--- config.mk ---
export PLATFORM = sky130hd
export DESIGN_NAME = read_gating
export DESIGN_NICKNAME = d
export VERILOG_FILES = /design/src/rtl/sep_pkg.sv /design/src/rtl/pulse_if.sv /design/src/rtl/pulse_buffer.sv /design/src/rtl/read_gating.sv
export SDC_FILE = /design/constraint.sdc
export NUM_CORES = 1
export LEC_CHECK = 0
export ABC_CLOCK_PERIOD_IN_PS = 3390
export BUFFER_PORTS_ARGS = -buffer_cell sky130_fd_sc_hd__buf_2
export CORE_MARGIN = 8
export CORE_UTILIZATION = 49
export CTS_CLUSTER_SIZE = 14
export DETAILED_ROUTE_END_ITERATION = 16
export GPL_TIMING_DRIVEN = 0
export HOLD_SLACK_MARGIN = 0.06
export PLACE_DENSITY = 0.68
export SLEW_MARGIN = 20
export SYNTH_ARGS = -nofsm -noshare
export SYNTH_HDL_FRONTEND = slang
export SYNTH_SLANG_ARGS = --single-unit
export TNS_END_PERCENT = 10
--- constraint.sdc ---
create_clock -name ref_clk -period 3.39 [get_ports ref_clk]
set_input_delay 0.678 -clock ref_clk [delete_from_list [all_inputs] [get_ports ref_clk]]
set_output_delay 0.678 -clock ref_clk [all_outputs]
set_load 0.1 [all_outputs]
--- src/rtl/sep_pkg.sv ---
/*
  constants for the mfm read data separator gating block.
  assumes a 50 mhz ref_clk; all cycle counts derive from nanosecond figures.
*/
package sep_pkg;
  localparam int unsigned CLK_PERIOD_NS = 20;
  localparam int unsigned DRIVE_COUNT = 4;
  localparam int unsigned PULSE_NS = 50;
  localparam int unsigned PULSE_CYC =
    (PULSE_NS + CLK_PERIOD_NS - 1) / CLK_PERIOD_NS;
  localparam int unsigned RCLK_NS = 200;
  // timeout 1.25 rclk periods, a longest time: round down
  localparam int unsigned TIMEOUT_NS = (RCLK_NS * 5) / 4;
  localparam int unsigned TIMEOUT_CYC =
    (TIMEOUT_NS / CLK_PERIOD_NS) < 1 ? 1 : TIMEOUT_NS / CLK_PERIOD_NS;
  localparam int unsigned RUN_LENGTH = 16;
  localparam int unsigned WINDOW_NS = 50;
  localparam int unsigned WINDOW_CYC =
    (WINDOW_NS + CLK_PERIOD_NS - 1) / CLK_PERIOD_NS;
  localparam int unsigned DELAY_NS = 60;
  localparam int unsigned DELAY_CYC =
    (DELAY_NS + CLK_PERIOD_NS - 1) / CLK_PERIOD_NS;
  localparam logic [1:0] DIV_RESET = 2'h0;
  localparam logic [4:0] RUN_RESET = 5'h00;
endpackage

--- src/rtl/pulse_if.sv ---
/*
  interface carrying raw bit events from the buffer to the one-shot that reshapes them.
  assumes one clock domain shared by both ends.
*/
`timescale 1ns/1ns
interface pulse_if;
  logic valid;
  logic ready;
  logic [1:0] drive;
  modport src (output valid, output drive, input ready);
  modport dst (input valid, input drive, output ready);
endinterface

--- src/rtl/pulse_buffer.sv ---
/*
  two-entry buffer holding the drive tag of each raw bit rising edge event.
  assumes the sink may stall; in_ready goes low when both entries fill.
*/
`timescale 1ns/1ns
module pulse_buffer #(
  parameter int unsigned WIDTH = 2,
  parameter int unsigned DEPTH = 2
) (
  input wire logic ref_clk,
  input wire logic rst_b,
  input wire logic in_valid,
  output logic in_ready,
  input wire logic [WIDTH-1:0] in_data,
  pulse_if.src out
);
  if (DEPTH != 2 || WIDTH != 2) begin : bad_shape
    $error("pulse_buffer supports only width 2, depth 2");
  end
  logic [WIDTH-1:0] mem_reg [DEPTH];
  logic wr_ptr_reg;
  logic rd_ptr_reg;
  logic [1:0] count_reg;
  logic push;
  logic pop;
  assign in_ready = (count_reg != 2'h2);
  assign out.valid = (count_reg != 2'h0);
  assign out.drive = mem_reg[rd_ptr_reg];
  assign push = in_valid && in_ready;
  assign pop = out.valid && out.ready;
  always_ff @(posedge ref_clk or negedge rst_b) begin
    if (!rst_b) begin
      mem_reg[0] <= '0;
      mem_reg[1] <= '0;
    end else if (push) begin
      mem_reg[wr_ptr_reg] <= in_data;
    end
  end
  always_ff @(posedge ref_clk or negedge rst_b) begin
    if (!rst_b) begin
      wr_ptr_reg <= 1'b0;
      rd_ptr_reg <= 1'b0;
      count_reg <= 2'h0;
    end else begin
      if (push) begin
        wr_ptr_reg <= ~wr_ptr_reg;
      end
      if (pop) begin
        rd_ptr_reg <= ~rd_ptr_reg;
      end
      count_reg <= count_reg + {1'b0, push} - {1'b0, pop};
    end
  end
endmodule

--- src/rtl/read_gating.sv ---
/*
  mfm read front end: drive select, pulse reshaping, reference clocks,
  run detector with data-run latch, and the digital phase detector.
  assumes raw data and vco edge inputs are synchronous to ref_clk.
*/
// Notes on behaviour
// RULE1: pass only the selected drive's raw data, from up to four drives.
// RULE2: reshape each raw bit into a fixed active-high pulse of 50 ns; the code gives 3 ref_clk cycles, 60 ns.
// RULE3: divide the 4x clock into a 2x reference and a 1x write clock.
// RULE4: the oscillator free-runs at twice the recovered clock rate.
// RULE5: with no read in progress, feed the detector from the reference.
// RULE6: switch to live data only after 16 evenly spaced bits.
// RULE7: bits count as consecutive only when spaced under 1.25 periods.
// RULE8: each bit arriving before timeout advances the run counter.
// RULE9: a missed timeout clears the run counter to zero.
// RULE10: terminal count sets the latch driving data_run_flag_n low.
// RULE11: data_run_flag_n is readable by the controlling processor.
// RULE12: window opens on each data bit, closes on delay or oscillator edge.
// RULE13: after both edges arrive, detector stays reset until next bit.
// RULE14: delayed bit sets pump up; oscillator edge sets pump down.
// RULE15: in phase, both pumps assert and release together; the code keeps pump_up and pump_down both low.
// RULE16: dropping the read gate clears latch and counter.
`timescale 1ns/1ns
module read_gating #(
  parameter int unsigned DRIVES = sep_pkg::DRIVE_COUNT
) (
  input wire logic ref_clk,
  input wire logic rst_b,
  input wire logic [DRIVES-1:0] raw_data,
  input wire logic [1:0] drive_sel,
  input wire logic read_gate,
  input wire logic vco_output_edge_n,
  output logic shaped_pulse,
  output logic double_rate_reference,
  output logic write_clock,
  output logic detector_input,
  output logic data_run_flag_n,
  output logic pump_up,
  output logic pump_down,
  output logic window_open
);
  if (DRIVES < 1 || DRIVES > 4) begin : bad_drives
    $error("read_gating supports one to four drives");
  end

  // drive select and leading edge of the selected raw bit
  logic sel_raw;
  logic sel_raw_reg;
  logic raw_rise;
  always_comb begin
    sel_raw = 1'b0;
    for (int i = 0; i < DRIVES; i++) begin
      if (drive_sel == 2'(i)) begin
        sel_raw = raw_data[i]; // RULE1
      end
    end
  end
  always_ff @(posedge ref_clk or negedge rst_b) begin
    if (!rst_b) begin
      sel_raw_reg <= 1'b0;
    end else begin
      sel_raw_reg <= sel_raw;
    end
  end
  assign raw_rise = sel_raw && !sel_raw_reg;

  // event buffer: a held pulse stalls nothing upstream, events queue
  logic buf_ready;
  pulse_if pif ();
  pulse_buffer #(.WIDTH(2), .DEPTH(2)) u_buf (
    .ref_clk(ref_clk),
    .rst_b(rst_b),
    .in_valid(raw_rise),
    .in_ready(buf_ready),
    .in_data(drive_sel),
    .out(pif)
  );

  // one-shot: fixed width pulse regardless of drive pulse width
  logic [3:0] shot_reg;
  logic bit_event;
  assign pif.ready = (shot_reg == 4'h0);
  assign bit_event = pif.valid && pif.ready;
  always_ff @(posedge ref_clk or negedge rst_b) begin
    if (!rst_b) begin
      shot_reg <= 4'h0;
    end else if (bit_event) begin
      shot_reg <= 4'(sep_pkg::PULSE_CYC); // RULE2
    end else if (shot_reg != 4'h0) begin
      shot_reg <= shot_reg - 4'h1;
    end
  end
  always_ff @(posedge ref_clk or negedge rst_b) begin
    if (!rst_b) begin
      shaped_pulse <= 1'b0;
    end else begin
      shaped_pulse <= bit_event || (shot_reg > 4'h1); // RULE2
    end
  end

  // ref_clk stands in for the 4x crystal; divide to 2x and 1x
  logic [1:0] div_reg;
  always_ff @(posedge ref_clk or negedge rst_b) begin
    if (!rst_b) begin
      div_reg <= sep_pkg::DIV_RESET;
    end else begin
      div_reg <= div_reg + 2'h1; // RULE3
    end
  end
  always_ff @(posedge ref_clk or negedge rst_b) begin
    if (!rst_b) begin
      double_rate_reference <= 1'b0;
      write_clock <= 1'b0;
    end else begin
      // inverted so the reference rises on the first edge after reset
      double_rate_reference <= ~div_reg[0]; // RULE3 RULE4
      write_clock <= div_reg[1]; // RULE3
    end
  end

  // run detector: retriggerable timeout and counter
  logic [7:0] timeout_reg;
  logic [4:0] run_reg;
  logic run_latch_reg;
  logic timed_out;
  assign timed_out = (timeout_reg == 8'h00);
  always_ff @(posedge ref_clk or negedge rst_b) begin
    if (!rst_b) begin
      timeout_reg <= 8'h00;
    end else if (!read_gate) begin
      timeout_reg <= 8'h00;
    end else if (bit_event) begin
      timeout_reg <= 8'(sep_pkg::TIMEOUT_CYC); // RULE7
    end else if (!timed_out) begin
      timeout_reg <= timeout_reg - 8'h01;
    end
  end
  always_ff @(posedge ref_clk or negedge rst_b) begin
    if (!rst_b) begin
      run_reg <= sep_pkg::RUN_RESET;
    end else if (!read_gate) begin
      run_reg <= sep_pkg::RUN_RESET; // RULE16
    end else if (bit_event && !timed_out) begin
      if (run_reg != 5'(sep_pkg::RUN_LENGTH)) begin
        run_reg <= run_reg + 5'h01; // RULE8
      end
    end else if (timed_out) begin
      run_reg <= sep_pkg::RUN_RESET; // RULE9
    end
  end
  // the first bit only starts the timeout, so 16 retriggers are needed
  always_ff @(posedge ref_clk or negedge rst_b) begin
    if (!rst_b) begin
      run_latch_reg <= 1'b0;
    end else if (!read_gate) begin
      run_latch_reg <= 1'b0; // RULE16
    end else if (run_reg == 5'(sep_pkg::RUN_LENGTH)) begin
      run_latch_reg <= 1'b1; // RULE10 RULE6
    end
  end
  assign data_run_flag_n = !run_latch_reg; // RULE11

  // source select for the phase detector
  logic det_src;
  logic det_src_reg;
  logic det_rise;
  // reference kept on until the latch sets, so no harmonic lock
  assign det_src = run_latch_reg ? shaped_pulse
                                 : double_rate_reference; // RULE5 RULE6
  always_ff @(posedge ref_clk or negedge rst_b) begin
    if (!rst_b) begin
      detector_input <= 1'b0;
      det_src_reg <= 1'b0;
    end else begin
      detector_input <= det_src;
      det_src_reg <= detector_input;
    end
  end
  assign det_rise = detector_input && !det_src_reg;

  // phase detector: delayed bit sets up, vco edge sets down
  logic [2:0] delay_reg;
  logic [2:0] win_reg;
  logic vco_n_reg;
  logic vco_edge;
  logic delayed_bit;
  logic up_reg;
  logic down_reg;
  always_ff @(posedge ref_clk or negedge rst_b) begin
    if (!rst_b) begin
      vco_n_reg <= 1'b1;
    end else begin
      vco_n_reg <= vco_output_edge_n;
    end
  end
  assign vco_edge = vco_n_reg && !vco_output_edge_n;
  always_ff @(posedge ref_clk or negedge rst_b) begin
    if (!rst_b) begin
      delay_reg <= 3'h0;
    end else if (det_rise) begin
      delay_reg <= 3'(sep_pkg::DELAY_CYC); // RULE12
    end else if (delay_reg != 3'h0) begin
      delay_reg <= delay_reg - 3'h1;
    end
  end
  assign delayed_bit = (delay_reg == 3'h1);
  always_ff @(posedge ref_clk or negedge rst_b) begin
    if (!rst_b) begin
      win_reg <= 3'h0;
    end else if (det_rise) begin
      win_reg <= 3'(sep_pkg::WINDOW_CYC); // RULE12
    end else if (vco_edge || delayed_bit) begin
      win_reg <= 3'h0; // RULE12
    end else if (win_reg != 3'h0) begin
      win_reg <= win_reg - 3'h1;
    end
  end
  assign window_open = (win_reg != 3'h0);
  always_ff @(posedge ref_clk or negedge rst_b) begin
    if (!rst_b) begin
      up_reg <= 1'b0;
      down_reg <= 1'b0;
    end else if (det_rise || (up_reg && down_reg)) begin
      up_reg <= 1'b0; // RULE13 RULE15
      down_reg <= 1'b0;
    end else begin
      if (delayed_bit) begin
        up_reg <= 1'b1; // RULE14
      end
      if (vco_edge && (window_open || up_reg)) begin
        down_reg <= 1'b1; // RULE14
      end
    end
  end
  assign pump_up = up_reg && !down_reg;
  assign pump_down = down_reg && !up_reg;

  property p_gate_clear;
    @(posedge ref_clk) disable iff (!rst_b)
      !read_gate |=> data_run_flag_n && (run_reg == 5'h00);
  endproperty
  a_gate_clear: assert property (p_gate_clear) // RULE16
    else $error("read gate low did not clear run state");

  property p_flag_src;
    @(posedge ref_clk) disable iff (!rst_b)
      data_run_flag_n |->
        ##1 (detector_input == $past(double_rate_reference));
  endproperty
  a_flag_src: assert property (p_flag_src) // RULE5
    else $error("reference not fed while no data run");

  property p_run_set;
    @(posedge ref_clk) disable iff (!rst_b)
      read_gate && (run_reg == 5'h10) |=> !data_run_flag_n;
  endproperty
  a_run_set: assert property (p_run_set) // RULE10
    else $error("terminal count did not set data run");

  property p_no_early;
    @(posedge ref_clk) disable iff (!rst_b)
      $fell(data_run_flag_n) |-> $past(run_reg) == 5'h10;
  endproperty
  a_no_early: assert property (p_no_early) // RULE6
    else $error("data run set before sixteen bits");

  property p_timeout_clear;
    @(posedge ref_clk) disable iff (!rst_b)
      read_gate && timed_out && !bit_event |=> run_reg == 5'h00;
  endproperty
  a_timeout_clear: assert property (p_timeout_clear) // RULE9
    else $error("timeout did not clear run counter");

  property p_advance;
    @(posedge ref_clk) disable iff (!rst_b)
      read_gate && bit_event && !timed_out && (run_reg < 5'h10)
        |=> run_reg == $past(run_reg) + 5'h01;
  endproperty
  a_advance: assert property (p_advance) // RULE8
    else $error("run counter did not advance");

  property p_shot_width;
    @(posedge ref_clk) disable iff (!rst_b)
      bit_event |=> shaped_pulse [*3] ##1 !shaped_pulse;
  endproperty
  a_shot_width: assert property (p_shot_width) // RULE2
    else $error("shaped pulse width wrong");

  property p_ref_div;
    @(posedge ref_clk) disable iff (!rst_b)
      $past(rst_b) |->
        double_rate_reference != $past(double_rate_reference);
  endproperty
  a_ref_div: assert property (p_ref_div) // RULE3
    else $error("reference clock not toggling each cycle");

  property p_pump_excl;
    @(posedge ref_clk) disable iff (!rst_b)
      !(pump_up && pump_down);
  endproperty
  a_pump_excl: assert property (p_pump_excl) // RULE15
    else $error("net pump both ways");

  property p_both_reset;
    @(posedge ref_clk) disable iff (!rst_b)
      up_reg && down_reg |=> !up_reg && !down_reg;
  endproperty
  a_both_reset: assert property (p_both_reset) // RULE13
    else $error("detector not reset after both edges");

  c_run: cover property (@(posedge ref_clk) disable iff (!rst_b)
    $fell(data_run_flag_n));
  c_timeout: cover property (@(posedge ref_clk) disable iff (!rst_b)
    read_gate && timed_out && (run_reg != 5'h00));
  c_pump_up: cover property (@(posedge ref_clk) disable iff (!rst_b)
    pump_up);
  c_pump_down: cover property (@(posedge ref_clk) disable iff (!rst_b)
    pump_down);
  c_full: cover property (@(posedge ref_clk) disable iff (!rst_b)
    !buf_ready);
endmodule

======== Word-level counts from Yosys, hierarchy flattened ========
Cells that the tools add are included.
cells by class
  add/subtract/negate cells ............... 8
  $lt $le $gt $ge ......................... 1
  equal/unequal tests ..................... 11
  mux-type cells .......................... 25
  bitwise gates (word level) .............. 1
  reduce and logical (&&, ||, !) cells .... 34
operator list
  operator               count
  $mux W8                3
  $mux W5                4
  $mux W3                5
  $mux W1                11
  $logic_and A1 B1 Y1    10
  $reduce_bool A2 Y1     5
  $reduce_bool A3 Y1     3
  $logic_not A8 Y1       1
  $mux W4                2
  $sub A8 B1 Y8 const B  1
  $logic_not A1 Y1       7
  $sub A3 B1 Y3 const B  2
  $add A5 B1 Y5 const B  1
  $eq A5 B5 Y1 const B   1
  $ne A5 B5 Y1 const B   1
  $eq A2 B2 Y1 const B   2
  $gt A4 B1 Y1 const B   1
  $logic_not A4 Y1       1
  $logic_or A1 B1 Y1     4
  $reduce_bool A4 Y1     1
  $sub A4 B1 Y4 const B  1
  $eq A3 B1 Y1 const B   1
  $ne A3 B1 Y1 const B   1
  $ne A3 B2 Y1 const B   1
  other kinds (10)       10
word-level totals
  flip-flop bits (word level) ............. 37
  input port bits ......................... 10
  output and inout port bits .............. 8
  word-level logic and storage cells ...... 97

======== Longest topological paths before layout ========
  word-level depth ........................ 9
  mapped depth ............................ 10
  mapped depth without buffers ............ 10

======== By module ========
Synthesis repeated with hierarchy kept, for this count alone.
unflattened totals
  cells, all modules ...................... 197
  area, all modules ....................... 2117.0 µm²
by module, submodules not included
  module        times used  cells an instance  area each (µm²)  seq. area each (µm²)
  read_gating   1           170                1729.2           852.1
  pulse_buffer  1           27                 387.9            200.2

======== Worst setup path before layout ========
OpenSTA, ideal clock, no wires.
  path type ............................... register -> output
  start point ............................. reg up_reg
  end point ............................... out pump_down
  arrival time ............................ 1758 ps
  data required time ...................... 2712 ps
  path slack .............................. 954 ps
  stages on the path, launching flop included .. 2
  path buffers ............................ 0
  cells stage by stage .................... dfrtp_1 -> nor2b_1
on the way
  cells in the longest elaborated chain, start to end .. 2
RTL lines
  item                    line                text
  start, declared         read_gating.sv:187  logic up_reg;
  start signal, assigned  read_gating.sv:221  up_reg <= 1'b0;
  start signal, assigned  read_gating.sv:224  up_reg <= 1'b0;
  start signal, assigned  read_gating.sv:228  up_reg <= 1'b1;
  $logic_not A1 Y1        read_gating.sv:236  assign pump_down = down_reg && !up_reg;
  $logic_and A1 B1 Y1     read_gating.sv:236
  end, declared           read_gating.sv:39   output logic pump_down,
No other way between the ends.

======== Worst setup path after layout ========
  start point ............................. reg win_reg[0]
  end point ............................... out window_open
on the way
  cells in the longest elaborated chain, start to end .. 1
RTL lines
  item                    line                text
  start, declared         read_gating.sv:183  logic [2:0] win_reg;
  start signal, assigned  read_gating.sv:211  win_reg <= 3'(sep_pkg::WINDOW_CYC);
  start signal, assigned  read_gating.sv:215  win_reg <= win_reg - 3'h1;
  $reduce_bool A3 Y1      read_gating.sv:218  assign window_open = (win_reg != 3'h0);
  end, declared           read_gating.sv:40   output logic window_open
No other way between the ends.

==> key figures <==
Critical path
  • Biggest fanout along the worst timing path: 7
  • Arrival @ worst endpoint: roughly 1700 ps
  • Reg-to-reg critical path endpoint: u_buf.count_reg[1]$_DFF_PN0_
  • Startpoint Class: flip-flop
  • Required time at the worst-slack endpoint: about 2700 ps
  • Type of the worst setup path: reg2out
  • Startpoint of the worst-slack reg-to-reg timing path: shot_reg[0]$_DFFE_PN0P_
  • Count of cells along the worst register-to-register path: 10
  • Reg2reg setup slack: 1070 ps
  • Critical Path Start: win_reg[0]$_DFFE_PN0P_
  • Type of destination of the critical path: output port

Synth
  • Count of warnings emitted by yosys: 0
  • Post-synth EDFFs: 0
  • Async set or reset register ratio after synthesis: 100%
  • Per-instance average area after synthesis: between 10 and 15 µm²
  • Netlist cell types: 40
  • Fraction of the yosys area taken by sequential cells: between 40% and 50%
  • Area of the mapped netlist: 1860 µm²
  • Synthesized instance count: 179
  • Commonest register cell after synthesis: sky130_fd_sc_hd__dfrtp_1
  • Number of storage elements in the synthesis netlist: 36
  • Syn Nets: a little over 200

Layout
  • Max reg flops: 8
  • Nets: 226
  • Multi-input logic area: between 800 and 900 µm²
  • Syn-to-layout area delta: 13.8%
  • Number of filler cells placed in the layout: between 300 and 400
  • Antenna diode count: 0
  • Post-route core utilization: 57.7%
  • Register cell area after layout: ~900 µm²
  • Share of cells above drive strength 1: 17.2%

Power
  • Internal power: ~1.0 mW
  • Sequential fraction of design power: 38.2%
  • Power after layout: 1.58 mW
  • Largest voltage drop on the vdd net: 0.434 mV
  • P per Cell Area: 747 nW/µm²
  • Fraction of power consumed by the clock network: 23.7%
  • Combinational Power Share: 38.2%
  • Static Leakage: 1.00 nW
  • Fraction of power spent switching nets: between 30% and 40%
  • P_sw: 0.579 mW

Route
  • Vias after detailed routing: 1,356
  • Routed WL: 3510 µm
  • Remaining routing DRC violations: 0
  • Average detailed-routed wire length per instance: 13.9 µm
  • ANT nets after route: 0
  • 1st-pass router iterations: 4
  • DR iter-0 viols: 35
  • Average via count per standard cell: approximately 5.4

Clock tree
  • Clock tree from TritonCTS: done
  • Cts repair resizes: 0
  • CTS Buf Count: 5
  • Post-CTS Hold Fix Bufs: 0
  • Root buffer cell: sky130_fd_sc_hd__clkbuf_8
  • Post-CTS clock slew at the launch and capture registers of the worst setup and hold paths: about 70 ps
  • Buffer depth of the longest clock path: 2
  • H-tree depth reported by CTS: 2
  • Buffer count from post-CTS setup fixing: 0
  • Clock sink total: 36
  • Latest clock arrival within the worst-skew pair: 280 ps

Timing
  • Ratio of final minimum period to clock period: a little over two thirds
  • Final Hold Viols: 0
  • Max Freq: 417 MHz
  • Final setup margin: 992 ps
  • Number of pins exceeding their max-slew limit in the final report: 0
  • Unrepaired setup endpoints after global routing: no
  • Worst hold slack after final layout: 401 ps
  • Least-Margin Pin Slew: 780 ps
  • Slew HR: 47.3%
  • Largest clock skew in the final design: a little over 6 ps
  • Sum of negative setup slack: 0 ps
  • Min Tclk post-route: roughly 2400 ps
  • Final setup viols: 0

Hold path
  • Worst-case hold path end point: write_clock$_DFF_PN0_
  • HP Class: reg2reg
  • HP Start: div_reg[1]$_DFF_PN0_
  • Number of instances on the worst hold path: 0

Die
  • Floorplan die width: 77.6 µm
  • Starting density of the core: 50.7%
  • Number of top-level pins: 18
  • Number of cell rows: 22
  • Die Area: 6010 µm²
  • Core region area: between 3000 and 4000 µm²
  • Die H: 77.6 µm

Global route
  • Via count of the first global-routing pass: ~1,400
  • GRT Residual Overflow: 0
  • Wire length of the first global-routing pass: 6080 µm
  • Largest net degree at the start of global routing: 37
  • Number of antenna violations at the first check in global routing: 0
  • Total routing usage reported by global routing: 12.1%

Placement
  • Worst slack at placement: between 1000 and 1500 ps
  • Final Wtd Congestion: roughly 0.8
  • Detailed placement HPWL: 2650 µm
  • PortBufs: 17

Flow run
  • Max capacitance violation total: 0

Outcome
  • Outcome: finished clean
-- per-stage QoR --
stage | instance area (µm²) | std cells
global route | 2110 | 252
floorplan | 1860 | 179
global placement | 2000 | 244
CTS | 2110 | 252
finish | 2110 | 252
detailed placement | 2000 | 244
-- synth_stat cells, drive strengths merged (2+ instances only) --
| cell type | number | share of area (%) |
|---|---|---|
| dfrtp | 35 | 47 |
| inv | 22 | 4.4 |
| o21ai | 14 | 3.8 |
| ha | 13 | 8.8 |
| a21oi | 11 | 3.0 |
| nor3 | 9 | 2.4 |
| nor2b | 7 | 2.4 |
| or4 | 7 | 3.0 |
| nor2 | 6 | 1.2 |
| o21a | 5 | 2.0 |
| o31ai | 5 | 2.0 |
| nand2 | 4 | 0.81 |
| or3 | 4 | 1.3 |
| xnor2 | 4 | 1.9 |
| clkbuf | 3 | 1.1 |
| mux2i | 3 | 1.6 |
| xor2 | 3 | 1.4 |
| nand2b | 2 | 0.67 |
| nand4 | 2 | 0.67 |
| o211ai | 2 | 0.81 |
| or2 | 2 | 0.67 |
| or3b | 2 | 1.1 |
-- routing by layer --
layer / global-route usage, % / wire length [µm]
met3: 3.23 / 114
met1: 13.1 / 1510
met5: 0 / 0
met4: 4.53 / 48
met2: 21.8 / 1840
-- final cells by class --
type | instances | area share, %
buffer | 4 | 1.24
clock buffer | 5 | 3.26
clock inverter | 3 | 2.01
inverter | 22 | 3.91
multi-input combinational | 117 | 40.0
sequential | 36 | 42.7
tap | 48 | 2.84
timing repair buffer | 17 | 4.03
-- placed cells by master (no fill, tap or decap), drive strengths merged --
cell / count
clkbuf: 8
a21oi: 11
buf: 18
nor2: 6
mux2i: 3
or4: 7
nor4b: 1
or2: 2
nor4: 1
clkinvlp: 1
bufinv: 1
xnor2: 4
clkinv: 1
a21boi: 1
nor3: 9
nand2: 4
o31ai: 5
nor4bb: 1
or4b: 1
xor2: 3
a21o: 1
mux2: 1
nor2b: 7
and2: 1
nand4: 2
o21ai: 14
or3b: 2
dfrtp: 35
dfstp: 1
or3: 4
o2bb2ai: 1
ha: 13
nand2b: 2
o211ai: 2
nor3b: 1
o21a: 5
nand3: 1
inv: 22
mux4: 1
-- worst max-delay path, cell delays in order, from the launching register on --
cell and delay, ps:
sky130_fd_sc_hd__dfrtp_1 360, sky130_fd_sc_hd__inv_1 50, sky130_fd_sc_hd__ha_1 190, sky130_fd_sc_hd__ha_1 170, sky130_fd_sc_hd__clkbuf_1 180, sky130_fd_sc_hd__inv_1 70, sky130_fd_sc_hd__buf_2 420
-- power groups by stage --
stage               registers [mW]  clock network (mW)  logic, mW
finish                       0.603               0.374      0.603
global route                 0.616               0.394      0.683
CTS                          0.601               0.381      0.607
detailed placement           0.607                   0      0.607
global placement             0.602                   0      0.567
floorplan                    0.617                   0      0.452
-- cells by family after synthesis --
| group | count (synthesis) | share of synthesized area [%] |
|---|---|---|
| buffers and inverters | 26 | 5.86 |
| flip-flops | 36 | 48.6 |
| adder cells (fa/ha/maj) | 13 | 8.76 |
| multiplexers | 5 | 3.44 |
| AO/OA/AOI/OAI | 40 | 12.9 |
| AND/OR/NAND/NOR | 52 | 17.2 |
| XOR/XNOR | 7 | 3.30 |
-- how the worst max path moves through the flow --
| stage | depth (start not counted) | endpoint | slack [ps] |
|---|---|---|---|
| 2_1_floorplan | 1 | pump_down | 950 |
| 3_3_place_gp | 10 | u_buf.count_reg[1]$_DFF_PN0_ | 1170 |
| 3_5_place_dp | 10 | u_buf.count_reg[1]$_DFF_PN0_ | 1070 |
| 4_1_cts | 6 | window_open | 960 |
| 5_1_grt | 10 | u_buf.count_reg[1]$_DFF_PN0_ | 850 |
| 6_report | 6 | window_open | 990 |
(Power assumes the default switching activity.)
